**src/logic/nvc_pkg.sv**
```systemverilog
// Constants and types shared by the nonvolatile save/reload controller.
package nvc_pkg;

  // ------------------------------------------------------------------
  // Register offsets and field positions
  // ------------------------------------------------------------------
  localparam logic [11:0] ADDR_BUSY = 12'hb00; // Transfer busy flag.
  localparam logic [11:0] ADDR_ERR = 12'hb01; // Transfer error flag.
  localparam logic [11:0] ADDR_SOFT = 12'hb02; // Reload and write guard.
  localparam logic [11:0] ADDR_SAVE = 12'hb03; // Save trigger.
  localparam int BIT_BUSY = 0; // Busy flag position.
  localparam int BIT_ERR = 0; // Error flag position.
  localparam int BIT_GUARD = 0; // Write-enable guard position.
  localparam int BIT_SOFT = 1; // Soft reload trigger position.
  localparam int BIT_SAVE = 0; // Save trigger position.
  localparam logic RST_GUARD = 1'b0; // Guard is off after reset.

  // ------------------------------------------------------------------
  // Buffer segment command format
  // ------------------------------------------------------------------
  localparam int CMD_OP_BIT = 7; // Set for an operation code.
  localparam logic [7:0] OP_IOUPD = 8'h80; // Register update code.
  localparam logic [7:0] OP_EOD = 8'hff; // End-of-data code.
  localparam logic [7:0] SEG_LAST = 8'hff; // Last segment byte index.

  // ------------------------------------------------------------------
  // Timing
  // ------------------------------------------------------------------
  localparam int CLK_NS = 100; // Clock period in ns.
  localparam int GAP_NS = 10000; // Least gap between transfers, ns.
  localparam int GAP_CYC_I = (GAP_NS + CLK_NS - 1) / CLK_NS;
  localparam logic [6:0] GAP_CYC = 7'(GAP_CYC_I); // Rounded up.

  // ------------------------------------------------------------------
  // Buffering and engine states
  // ------------------------------------------------------------------
  localparam int FIFO_DEPTH = 8; // Words of the transfer FIFO.
  localparam int FIFO_WIDTH = 8; // Bits per FIFO word.

  typedef enum logic [2:0] {
    S_IDLE, S_RST, S_CMD, S_AHI, S_ALO, S_MOVE
  } nvc_state_t;

endpackage

```
**src/logic/nvc_ctrl.sv**
```systemverilog
// Save/reload controller between config registers and nonvolatile store.
`timescale 1ns/1ps
module nvc_ctrl (
  // Clock, reset and enable.
  input wire logic MCLK,
  input wire logic RST_N,
  input wire logic CE,
  // Decoded register access from the serial port.
  input wire logic REG_WR,
  input wire logic REG_RD,
  input wire logic [11:0] REG_ADDR,
  input wire logic [7:0] REG_WDATA,
  output logic [7:0] REG_RDATA,
  // Pins and configuration.
  input wire logic NVM_SEL_PIN,
  input wire logic STATUS_SEL,
  output logic STATUS_PIN,
  output logic SOFT_RST,
  // Buffer segment, combinational read.
  output logic [7:0] SEG_ADDR,
  input wire logic [7:0] SEG_DATA,
  // Configuration register bank.
  output logic [15:0] CFG_RADDR,
  input wire logic [7:0] CFG_RDATA,
  output logic CFG_WE,
  output logic [15:0] CFG_WADDR,
  output logic [7:0] CFG_WDATA,
  output logic CFG_UPD,
  // Nonvolatile store.
  output logic [15:0] NVM_ADDR,
  input wire logic [7:0] NVM_RDATA,
  output logic NVM_WE,
  output logic [7:0] NVM_WDATA,
  input wire logic NVM_BUSY,
  input wire logic NVM_ERR
);

  // ------------------------------------------------------------------
  // State
  // ------------------------------------------------------------------
  typedef struct packed {
    nvc_pkg::nvc_state_t st; // Engine state.
    logic sel_s1; // Select pin, first sync stage.
    logic sel_s2; // Select pin, synchronised.
    logic guard; // Store write enable.
    logic soft_bit; // Soft reload pending.
    logic save_bit; // Save pending.
    logic busy; // Transfer in progress.
    logic err; // Error of the last transfer.
    logic err_acc; // Error gathered in this transfer.
    logic mode_save; // Direction: 1 save, 0 reload.
    logic [7:0] seg_ptr; // Buffer segment index.
    logic [7:0] addr_hi; // Start address upper byte.
    logic [7:0] cnt_prod; // Bytes still to read.
    logic [7:0] cnt_cons; // Bytes still to write.
    logic [15:0] cfg_raddr; // Register read pointer.
    logic [15:0] cfg_wptr; // Register write pointer.
    logic [15:0] cfg_waddr; // Register write address.
    logic [7:0] cfg_wdata; // Register write data.
    logic cfg_we; // Register write strobe.
    logic cfg_upd; // Register update strobe.
    logic [15:0] nvm_addr; // Store pointer.
    logic [7:0] nvm_wdata; // Store write data.
    logic nvm_we; // Store write strobe.
    logic soft_rst; // Soft reset pulse.
    logic status_pin; // Status pin level.
    logic [7:0] rdata; // Register read data.
    logic [6:0] gap; // Cycles left of the transfer gap.
  } nvc_st_t;

  nvc_st_t s_q;
  nvc_st_t s_d;
  logic fin; // The transfer ends this cycle.
  logic in_valid; // A source byte is offered.
  logic in_ready; // The FIFO has room.
  logic out_valid; // A byte waits in the FIFO.
  logic out_ready; // The sink takes a byte.
  logic [7:0] in_data; // Source byte.
  logic [7:0] out_data; // Byte leaving the FIFO.
  logic push;
  logic pop;

  // ------------------------------------------------------------------
  // Data path through the FIFO
  // ------------------------------------------------------------------
  // Reads stop while the FIFO is full, so a slow store stalls the source.
  assign in_valid = (s_q.st == nvc_pkg::S_MOVE) && (s_q.cnt_prod != '0);
  assign in_data = s_q.mode_save ? CFG_RDATA : NVM_RDATA;
  assign push = in_valid && in_ready;
  // The store takes one byte per two cycles at most, and none when busy.
  assign out_ready = (s_q.st == nvc_pkg::S_MOVE) && (s_q.cnt_cons != '0) &&
                     (!s_q.mode_save || (!s_q.nvm_we && !NVM_BUSY));
  assign pop = out_valid && out_ready;

  nvc_fifo #(
    .W(nvc_pkg::FIFO_WIDTH),
    .D(nvc_pkg::FIFO_DEPTH)
  ) u_fifo (
    .clk(MCLK),
    .rst_n(RST_N),
    .ce(CE),
    .in_valid(in_valid),
    .in_ready(in_ready),
    .in_data(in_data),
    .out_valid(out_valid),
    .out_ready(out_ready),
    .out_data(out_data)
  );

  // ------------------------------------------------------------------
  // Next state
  // ------------------------------------------------------------------
  always_comb begin
    fin = 1'b0;
    s_d = s_q;
    // Strobes last one cycle.
    s_d.cfg_we = 1'b0;
    s_d.cfg_upd = 1'b0;
    s_d.nvm_we = 1'b0;
    s_d.soft_rst = 1'b0;
    // The first stage feeds only the second.
    s_d.sel_s1 = NVM_SEL_PIN;
    s_d.sel_s2 = s_q.sel_s1;
    // Busy shown on the pin only when selected.
    s_d.status_pin = STATUS_SEL && s_q.busy;
    if (s_q.gap != '0) begin
      s_d.gap = s_q.gap - 7'h1;
    end
    // A byte read from the source advances its pointer.
    if (push) begin
      s_d.cnt_prod = s_q.cnt_prod - 8'h1;
      if (s_q.mode_save) begin
        s_d.cfg_raddr = s_q.cfg_raddr + 16'h1;
      end else begin
        s_d.nvm_addr = s_q.nvm_addr + 16'h1;
        if (NVM_ERR) begin
          s_d.err_acc = 1'b1;
        end
      end
    end
    // A byte leaving the FIFO becomes one write strobe, or an error in a save with the guard off.
    if (pop) begin
      s_d.cnt_cons = s_q.cnt_cons - 8'h1;
      if (s_q.mode_save) begin
        s_d.nvm_we = s_q.guard;
        s_d.nvm_wdata = out_data;
        if (!s_q.guard) begin
          s_d.err_acc = 1'b1;
        end
      end else begin
        s_d.cfg_we = 1'b1;
        s_d.cfg_waddr = s_q.cfg_wptr;
        s_d.cfg_wdata = out_data;
        s_d.cfg_wptr = s_q.cfg_wptr + 16'h1;
      end
    end
    // The store address moves on after its write, with the check result.
    if (s_q.nvm_we) begin
      s_d.nvm_addr = s_q.nvm_addr + 16'h1;
      if (NVM_ERR) begin
        s_d.err_acc = 1'b1;
      end
    end
    case (s_q.st)
      nvc_pkg::S_IDLE: begin
        // A new transfer waits out the gap after the last one.
        if (s_q.gap == '0 && (s_q.soft_bit || s_q.save_bit)) begin
          s_d.busy = 1'b1;
          s_d.err_acc = 1'b0;
          s_d.seg_ptr = '0;
          s_d.nvm_addr = '0;
          s_d.mode_save = !s_q.soft_bit;
          s_d.st = s_q.soft_bit ? nvc_pkg::S_RST : nvc_pkg::S_CMD;
        end
      end
      nvc_pkg::S_RST: begin
        // Reset the device before its settings are reloaded.
        s_d.soft_rst = 1'b1;
        s_d.st = nvc_pkg::S_CMD;
      end
      nvc_pkg::S_CMD: begin
        s_d.seg_ptr = s_q.seg_ptr + 8'h1;
        if (!SEG_DATA[nvc_pkg::CMD_OP_BIT]) begin
          // Data transfer: count minus one, then the address.
          s_d.cnt_prod = {1'b0, SEG_DATA[6:0]} + 8'h1;
          s_d.cnt_cons = {1'b0, SEG_DATA[6:0]} + 8'h1;
          s_d.st = nvc_pkg::S_AHI;
        end else if (SEG_DATA == nvc_pkg::OP_EOD) begin
          fin = 1'b1;
        end else if (SEG_DATA == nvc_pkg::OP_IOUPD && !s_q.mode_save) begin
          s_d.cfg_upd = 1'b1;
        end
        // Running off the segment without an end marker is an error.
        if (s_q.seg_ptr == nvc_pkg::SEG_LAST &&
            SEG_DATA != nvc_pkg::OP_EOD) begin
          s_d.err_acc = 1'b1;
          fin = 1'b1;
        end
      end
      nvc_pkg::S_AHI: begin
        // Upper address byte comes first.
        s_d.addr_hi = SEG_DATA;
        s_d.seg_ptr = s_q.seg_ptr + 8'h1;
        s_d.st = nvc_pkg::S_ALO;
      end
      nvc_pkg::S_ALO: begin
        s_d.seg_ptr = s_q.seg_ptr + 8'h1;
        s_d.cfg_raddr = {s_q.addr_hi, SEG_DATA};
        s_d.cfg_wptr = {s_q.addr_hi, SEG_DATA};
        s_d.st = nvc_pkg::S_MOVE;
      end
      nvc_pkg::S_MOVE: begin
        // Done once every byte is written and the last strobe is out.
        if (s_q.cnt_cons == '0 && !s_q.nvm_we) begin
          s_d.st = nvc_pkg::S_CMD;
        end
      end
      default: begin
        s_d.st = nvc_pkg::S_IDLE;
      end
    endcase
    // Completion drops busy, posts the error and clears the trigger.
    if (fin) begin
      s_d.st = nvc_pkg::S_IDLE;
      s_d.busy = 1'b0;
      s_d.err = s_d.err_acc;
      s_d.gap = nvc_pkg::GAP_CYC;
      if (s_q.mode_save) begin
        s_d.save_bit = 1'b0;
      end else begin
        s_d.soft_bit = 1'b0;
      end
    end
    // Writes come last so a new trigger wins over the completion clear.
    if (REG_WR && REG_ADDR == nvc_pkg::ADDR_SOFT) begin
      s_d.guard = REG_WDATA[nvc_pkg::BIT_GUARD];
      if (REG_WDATA[nvc_pkg::BIT_SOFT] && !s_q.sel_s2) begin
        s_d.soft_bit = 1'b1;
      end
    end
    if (REG_WR && REG_ADDR == nvc_pkg::ADDR_SAVE &&
        REG_WDATA[nvc_pkg::BIT_SAVE] && s_q.guard) begin
      s_d.save_bit = 1'b1;
    end
    // Read data is held until the next read.
    if (REG_RD) begin
      s_d.rdata = '0;
      case (REG_ADDR)
        nvc_pkg::ADDR_BUSY: s_d.rdata[nvc_pkg::BIT_BUSY] = s_q.busy;
        nvc_pkg::ADDR_ERR: s_d.rdata[nvc_pkg::BIT_ERR] = s_q.err;
        nvc_pkg::ADDR_SOFT: begin
          s_d.rdata[nvc_pkg::BIT_GUARD] = s_q.guard;
          s_d.rdata[nvc_pkg::BIT_SOFT] = s_q.soft_bit;
        end
        nvc_pkg::ADDR_SAVE: s_d.rdata[nvc_pkg::BIT_SAVE] = s_q.save_bit;
        default: s_d.rdata = '0;
      endcase
    end
  end

  // ------------------------------------------------------------------
  // State register
  // ------------------------------------------------------------------
  always_ff @(posedge MCLK or negedge RST_N) begin
    if (!RST_N) begin
      s_q <= '0;
      s_q.guard <= nvc_pkg::RST_GUARD;
    end else if (CE) begin
      s_q <= s_d;
    end
  end

  // Every output is a state field.
  assign REG_RDATA = s_q.rdata;
  assign STATUS_PIN = s_q.status_pin;
  assign SOFT_RST = s_q.soft_rst;
  assign SEG_ADDR = s_q.seg_ptr;
  assign CFG_RADDR = s_q.cfg_raddr;
  assign CFG_WE = s_q.cfg_we;
  assign CFG_WADDR = s_q.cfg_waddr;
  assign CFG_WDATA = s_q.cfg_wdata;
  assign CFG_UPD = s_q.cfg_upd;
  assign NVM_ADDR = s_q.nvm_addr;
  assign NVM_WE = s_q.nvm_we;
  assign NVM_WDATA = s_q.nvm_wdata;
endmodule

```
**src/logic/nvc_fifo.sv**
```systemverilog
// Small synchronous FIFO that carries transfer bytes.
`timescale 1ns/1ps
module nvc_fifo #(
  parameter int W = 8,
  parameter int D = 8
) (
  // Clock, reset and enable.
  input wire logic clk,
  input wire logic rst_n,
  input wire logic ce,
  // Filling side.
  input wire logic in_valid,
  output logic in_ready,
  input wire logic [W-1:0] in_data,
  // Draining side.
  output logic out_valid,
  input wire logic out_ready,
  output logic [W-1:0] out_data
);

  localparam int AW = $clog2(D);
  localparam int CW = $clog2(D + 1);

  // ------------------------------------------------------------------
  // State
  // ------------------------------------------------------------------
  typedef struct packed {
    logic [D-1:0][W-1:0] mem; // Storage words.
    logic [AW-1:0] wp; // Write pointer.
    logic [AW-1:0] rp; // Read pointer.
    logic [CW-1:0] cnt; // Words held.
  } nvc_fifo_st_t;

  nvc_fifo_st_t s_q;
  nvc_fifo_st_t s_d;
  logic push;
  logic pop;

  // Full and empty come straight from the word count.
  assign in_ready = (s_q.cnt != CW'(D));
  assign out_valid = (s_q.cnt != '0);
  assign out_data = s_q.mem[s_q.rp];
  assign push = in_valid && in_ready;
  assign pop = out_valid && out_ready;

  // Pointers wrap at the depth, which need not be a power of two.
  always_comb begin
    s_d = s_q;
    if (push) begin
      s_d.mem[s_q.wp] = in_data;
      s_d.wp = (s_q.wp == AW'(D - 1)) ? '0 : s_q.wp + AW'(1);
    end
    if (pop) begin
      s_d.rp = (s_q.rp == AW'(D - 1)) ? '0 : s_q.rp + AW'(1);
    end
    s_d.cnt = s_q.cnt + CW'(push) - CW'(pop);
  end

  // The enable freezes the whole FIFO.
  always_ff @(posedge clk or negedge rst_n) begin
    if (!rst_n) begin
      s_q <= '0;
    end else if (ce) begin
      s_q <= s_d;
    end
  end

endmodule

```
**config.mk**
```make
export PLATFORM = sky130hd
export DESIGN_NAME = nvc_ctrl
export DESIGN_NICKNAME = d
export VERILOG_FILES = /design/src/logic/nvc_pkg.sv /design/src/logic/nvc_ctrl.sv /design/src/logic/nvc_fifo.sv
export SDC_FILE = /design/constraint.sdc
export NUM_CORES = 1
export LEC_CHECK = 0
export BUFFER_PORTS_ARGS = -buffer_cell sky130_fd_sc_hd__buf_2
export CAP_MARGIN = 30
export CORE_MARGIN = 2
export CORE_UTILIZATION = 40
export CTS_CLUSTER_DIAMETER = 50
export DETAILED_ROUTE_END_ITERATION = 7
export PLACE_DENSITY = 0.6
export SLEW_MARGIN = 10
export SYNTH_ARGS = -nofsm -noshare
export SYNTH_HDL_FRONTEND = slang
export SYNTH_HIERARCHICAL = 1
export SYNTH_SLANG_ARGS = --single-unit
```
**constraint.sdc**
```tcl
create_clock -name MCLK -period 3.4 [get_ports MCLK]
set_clock_uncertainty 0.1 [all_clocks]
set_input_delay 0.68 -clock MCLK [delete_from_list [all_inputs] [get_ports MCLK]]
set_output_delay 0.68 -clock MCLK [all_outputs]
set_load 0.02 [all_outputs]
```
==> impl_metrics.csv <==
group,metric,value,unit
critical_path,slowest_delay,0.39,ns
place,place_ws,0.4554,ns
finish,layout.nets,1199,
place,gp_congestion,0.7889,
clock_network,worstSkewPairLatency,0.57,ns
sta,whs,0.04002,ns
power_and_ir_drop,leakagePower,6.148,nW
logic_synthesis,synth_top_area_share,45.17,%
sta,setup_viol,0,
clock_network,cts_tree,"built",
logic_synthesis,synth_ff_type,"dfrtp_1",
critical_path,slowest_stage,"dfrtp_1",
global_routing,grt_use_met1,25.37,%
detailed_routing,drt_wl_total,27.42,mm
die,io_pins,138,
finish,area_growth,12.76,%
power_and_ir_drop,ir_drop,447.4,uV
die,die_w,175.3,um
critical_path,crit_path_start_kind,"flop",
clock_network,post_cts_resized,0,
finish,drive_gt1_share,33.16,%
place,dp.cells,1477,
detailed_routing,vias,8313,
global_routing,track_usage,17.93,%
global_routing,antenna_found_initial,0,
critical_path,worstPathCellList,"inv_1, ha_1, nor4b_4, a211oi_1, and2_1, ha_1, inv_1, ha_1, inv_1, fa_1, xnor2_1, nand2_1, o21ai_0",
global_routing,grt_use_met3,2.489,%
logic_synthesis,ys_seq_elements,212,
place,dpl.hpwl,18.82,mm
logic_synthesis,netlist_area,11740,um2
sta,timing.fmax,353.0,MHz
finish,antenna_cells,0,
sta,rsz0062_at_grt,"false",
sta,fin_ws,0.5673,ns
detailed_routing,drt_first_pass_iters,7,
finish,multi_input_area,5474,um2
clock_network,cts_hold_buf,0,
global_routing,grt_util_met2,28.84,%
flow_run,maxCapViolations,0,
run_status,status,"complete, no violations",
clock_network,postCtsSetupBuffers,0,
logic_synthesis,async_reset_ff_share,100.0,%
clock_network,cts_buffers,30,
logic_synthesis,synthDistinctLibCells,93,
critical_path,cp_max_fo,5,
finish,layout_common_cells,"dfrtp_1, mux2_2, buf_2, o21ai_0, nand2_1",
logic_synthesis,yosysWarnings,6,
global_routing,grt_pass1_vias,8196,
critical_path,critPathTopFamily,"adder cells",
place,numPortBuffers,125,
die,die_h,175.3,um
critical_path,arrival,3.16,ns
power_and_ir_drop,power.density,686.5,nW/um2
sta,slew-limit-headroom,43.51,%
detailed_routing,drc,0,
detailed_routing,drt.antenna.violating_nets,0,
sta,post-route-period-util,83.32,%
die,die_area,30750,um2
die,core,28780,um2
logic_synthesis,synth_area_leaders,"dfrtp_1, mux2_2, buf_4",
logic_synthesis,syn_area_per_cell,11.03,um2
critical_path,critical_path_class,"flop to flop",
finish,fin_cells,1533,
clock_network,clock-root-buffer,"clkbuf_16",
detailed_routing,drt_iter0_drc,694,
clock_network,htreeDepth,1,
critical_path,path_buf_inv,3,
detailed_routing,wl_per_cell,17.89,um
clock_network,clock-sinks,212,
finish,fillers,2650,
global_routing,gr-total-overflow,0,
sta,slew_violations,0,
finish,postLayoutCoreUtil,46.01,%
sta,fin_tns_setup,0,ns
critical_path,required,3.73,ns
global_routing,grt_pass1_wl,44.57,mm
die,initial_core_util,40.81,%
hold_path,hold_path.class,"primary input to async pin",
clock_network,clk_path_buf_depth,3,
sta,worstMarginPinSlew,0.8474,ns
logic_synthesis,synth_area_leader_cell,"dfrtp_1",
logic_synthesis,synth_edf_count,0,
logic_synthesis,syn_inst,1065,
logic_synthesis,yosysSeqAreaShare,45.17,%
finish,mostFrequentLayoutCell,"dfrtp_1",
sta,min_period,2.833,ns
sta,hold_violations,0,
die,num_rows,62,
global_routing,busiest_layer,"met2",
detailed_routing,viasPerCell,5.423,
clock_network,clk_pin_slew,0.06,ns
critical_path,endpoint_kind,"flop",
global_routing,grt_max_degree,88,
finish,seq_area,5305,um2
[worst paths after layout]
check,start,end,slack (ns),cells after the start
min in group MCLK,NVM_SEL_PIN,s_d[139],0.26,2
max,s_q[100],u_fifo/s_q[2],0.57,13
max in group asynchronous,RST_N,CFG_WDATA[4],2.42,2
max reg2reg,s_q[100],u_fifo/s_q[2],0.57,13
min,RST_N,s_q[73],0.04,1
min reg2reg,s_d[139],s_q[139],0.39,2
[Yosys cell counts (12+ instances only)]
cell and count:
nand2_1 73, dfrtp_1 212, nor2_1 44, o31ai_1 13, clkbuf_1 18, a22o_1 12
and3_1 18, a21oi_1 51, ha_1 20, inv_1 34, nand2b_1 12, mux2_2 124
buf_4 84, nand3_1 29, o21ai_0 86
[flip-flops by register name, indices dropped and copies added (netlist names)]
name	count
u_fifo/s_q	74
s_q	58
CFG_RADDR	16
CFG_WADDR	16
NVM_ADDR	16
CFG_WDATA	8
NVM_WDATA	8
SEG_ADDR	8
REG_RDATA	2
CFG_UPD	1
CFG_WE	1
NVM_WE	1
SOFT_RST	1
STATUS_PIN	1
s_d	1
[routing by layer]
layer / wire length (um) / vias up / part of all wire (%)
met5: 0 / - / 0
met4: 705 / 0 / 2.6
met3: 1124 / 53 / 4.1
met2: 12950 / 174 / 47
met1: 12640 / 4152 / 46
li1: - / 3934 / -
[cells by family after synthesis]
group | synth area share [%]
buffers and inverters | 8.491
multiplexers | 15.74
XOR/XNOR | 1.044
other | 0.03193
AND/OR/NAND/NOR | 13.87
flip-flops | 45.17
adder cells (fa/ha/maj) | 2.301
AO/OA/AOI/OAI | 13.35
[metrics by stage]
step / power (W) / area, um2
floorplan: 0.005512 / 11760
global placement: 0.005926 / 12210
detailed placement: 0.005999 / 12210
CTS: 0.009183 / 13240
global route: 0.009621 / 13240
finish: 0.009091 / 13240
[final cells by class]
cell class | count | area share [%]
multi-input combinational | 700 | 41.34
sequential | 212 | 40.06
clock buffer | 38 | 6.274
timing repair buffer | 146 | 6.179
tap | 384 | 3.628
clock inverter | 18 | 1.531
inverter | 35 | 0.9921
[report_power, final]
group | internal (W) | switching [W]
Sequential | 0.00306 | 0.000636
Combinational | 0.00102 | 0.00123
Clock | 0.00191 | 0.00124
(Power assumes the default switching activity.)
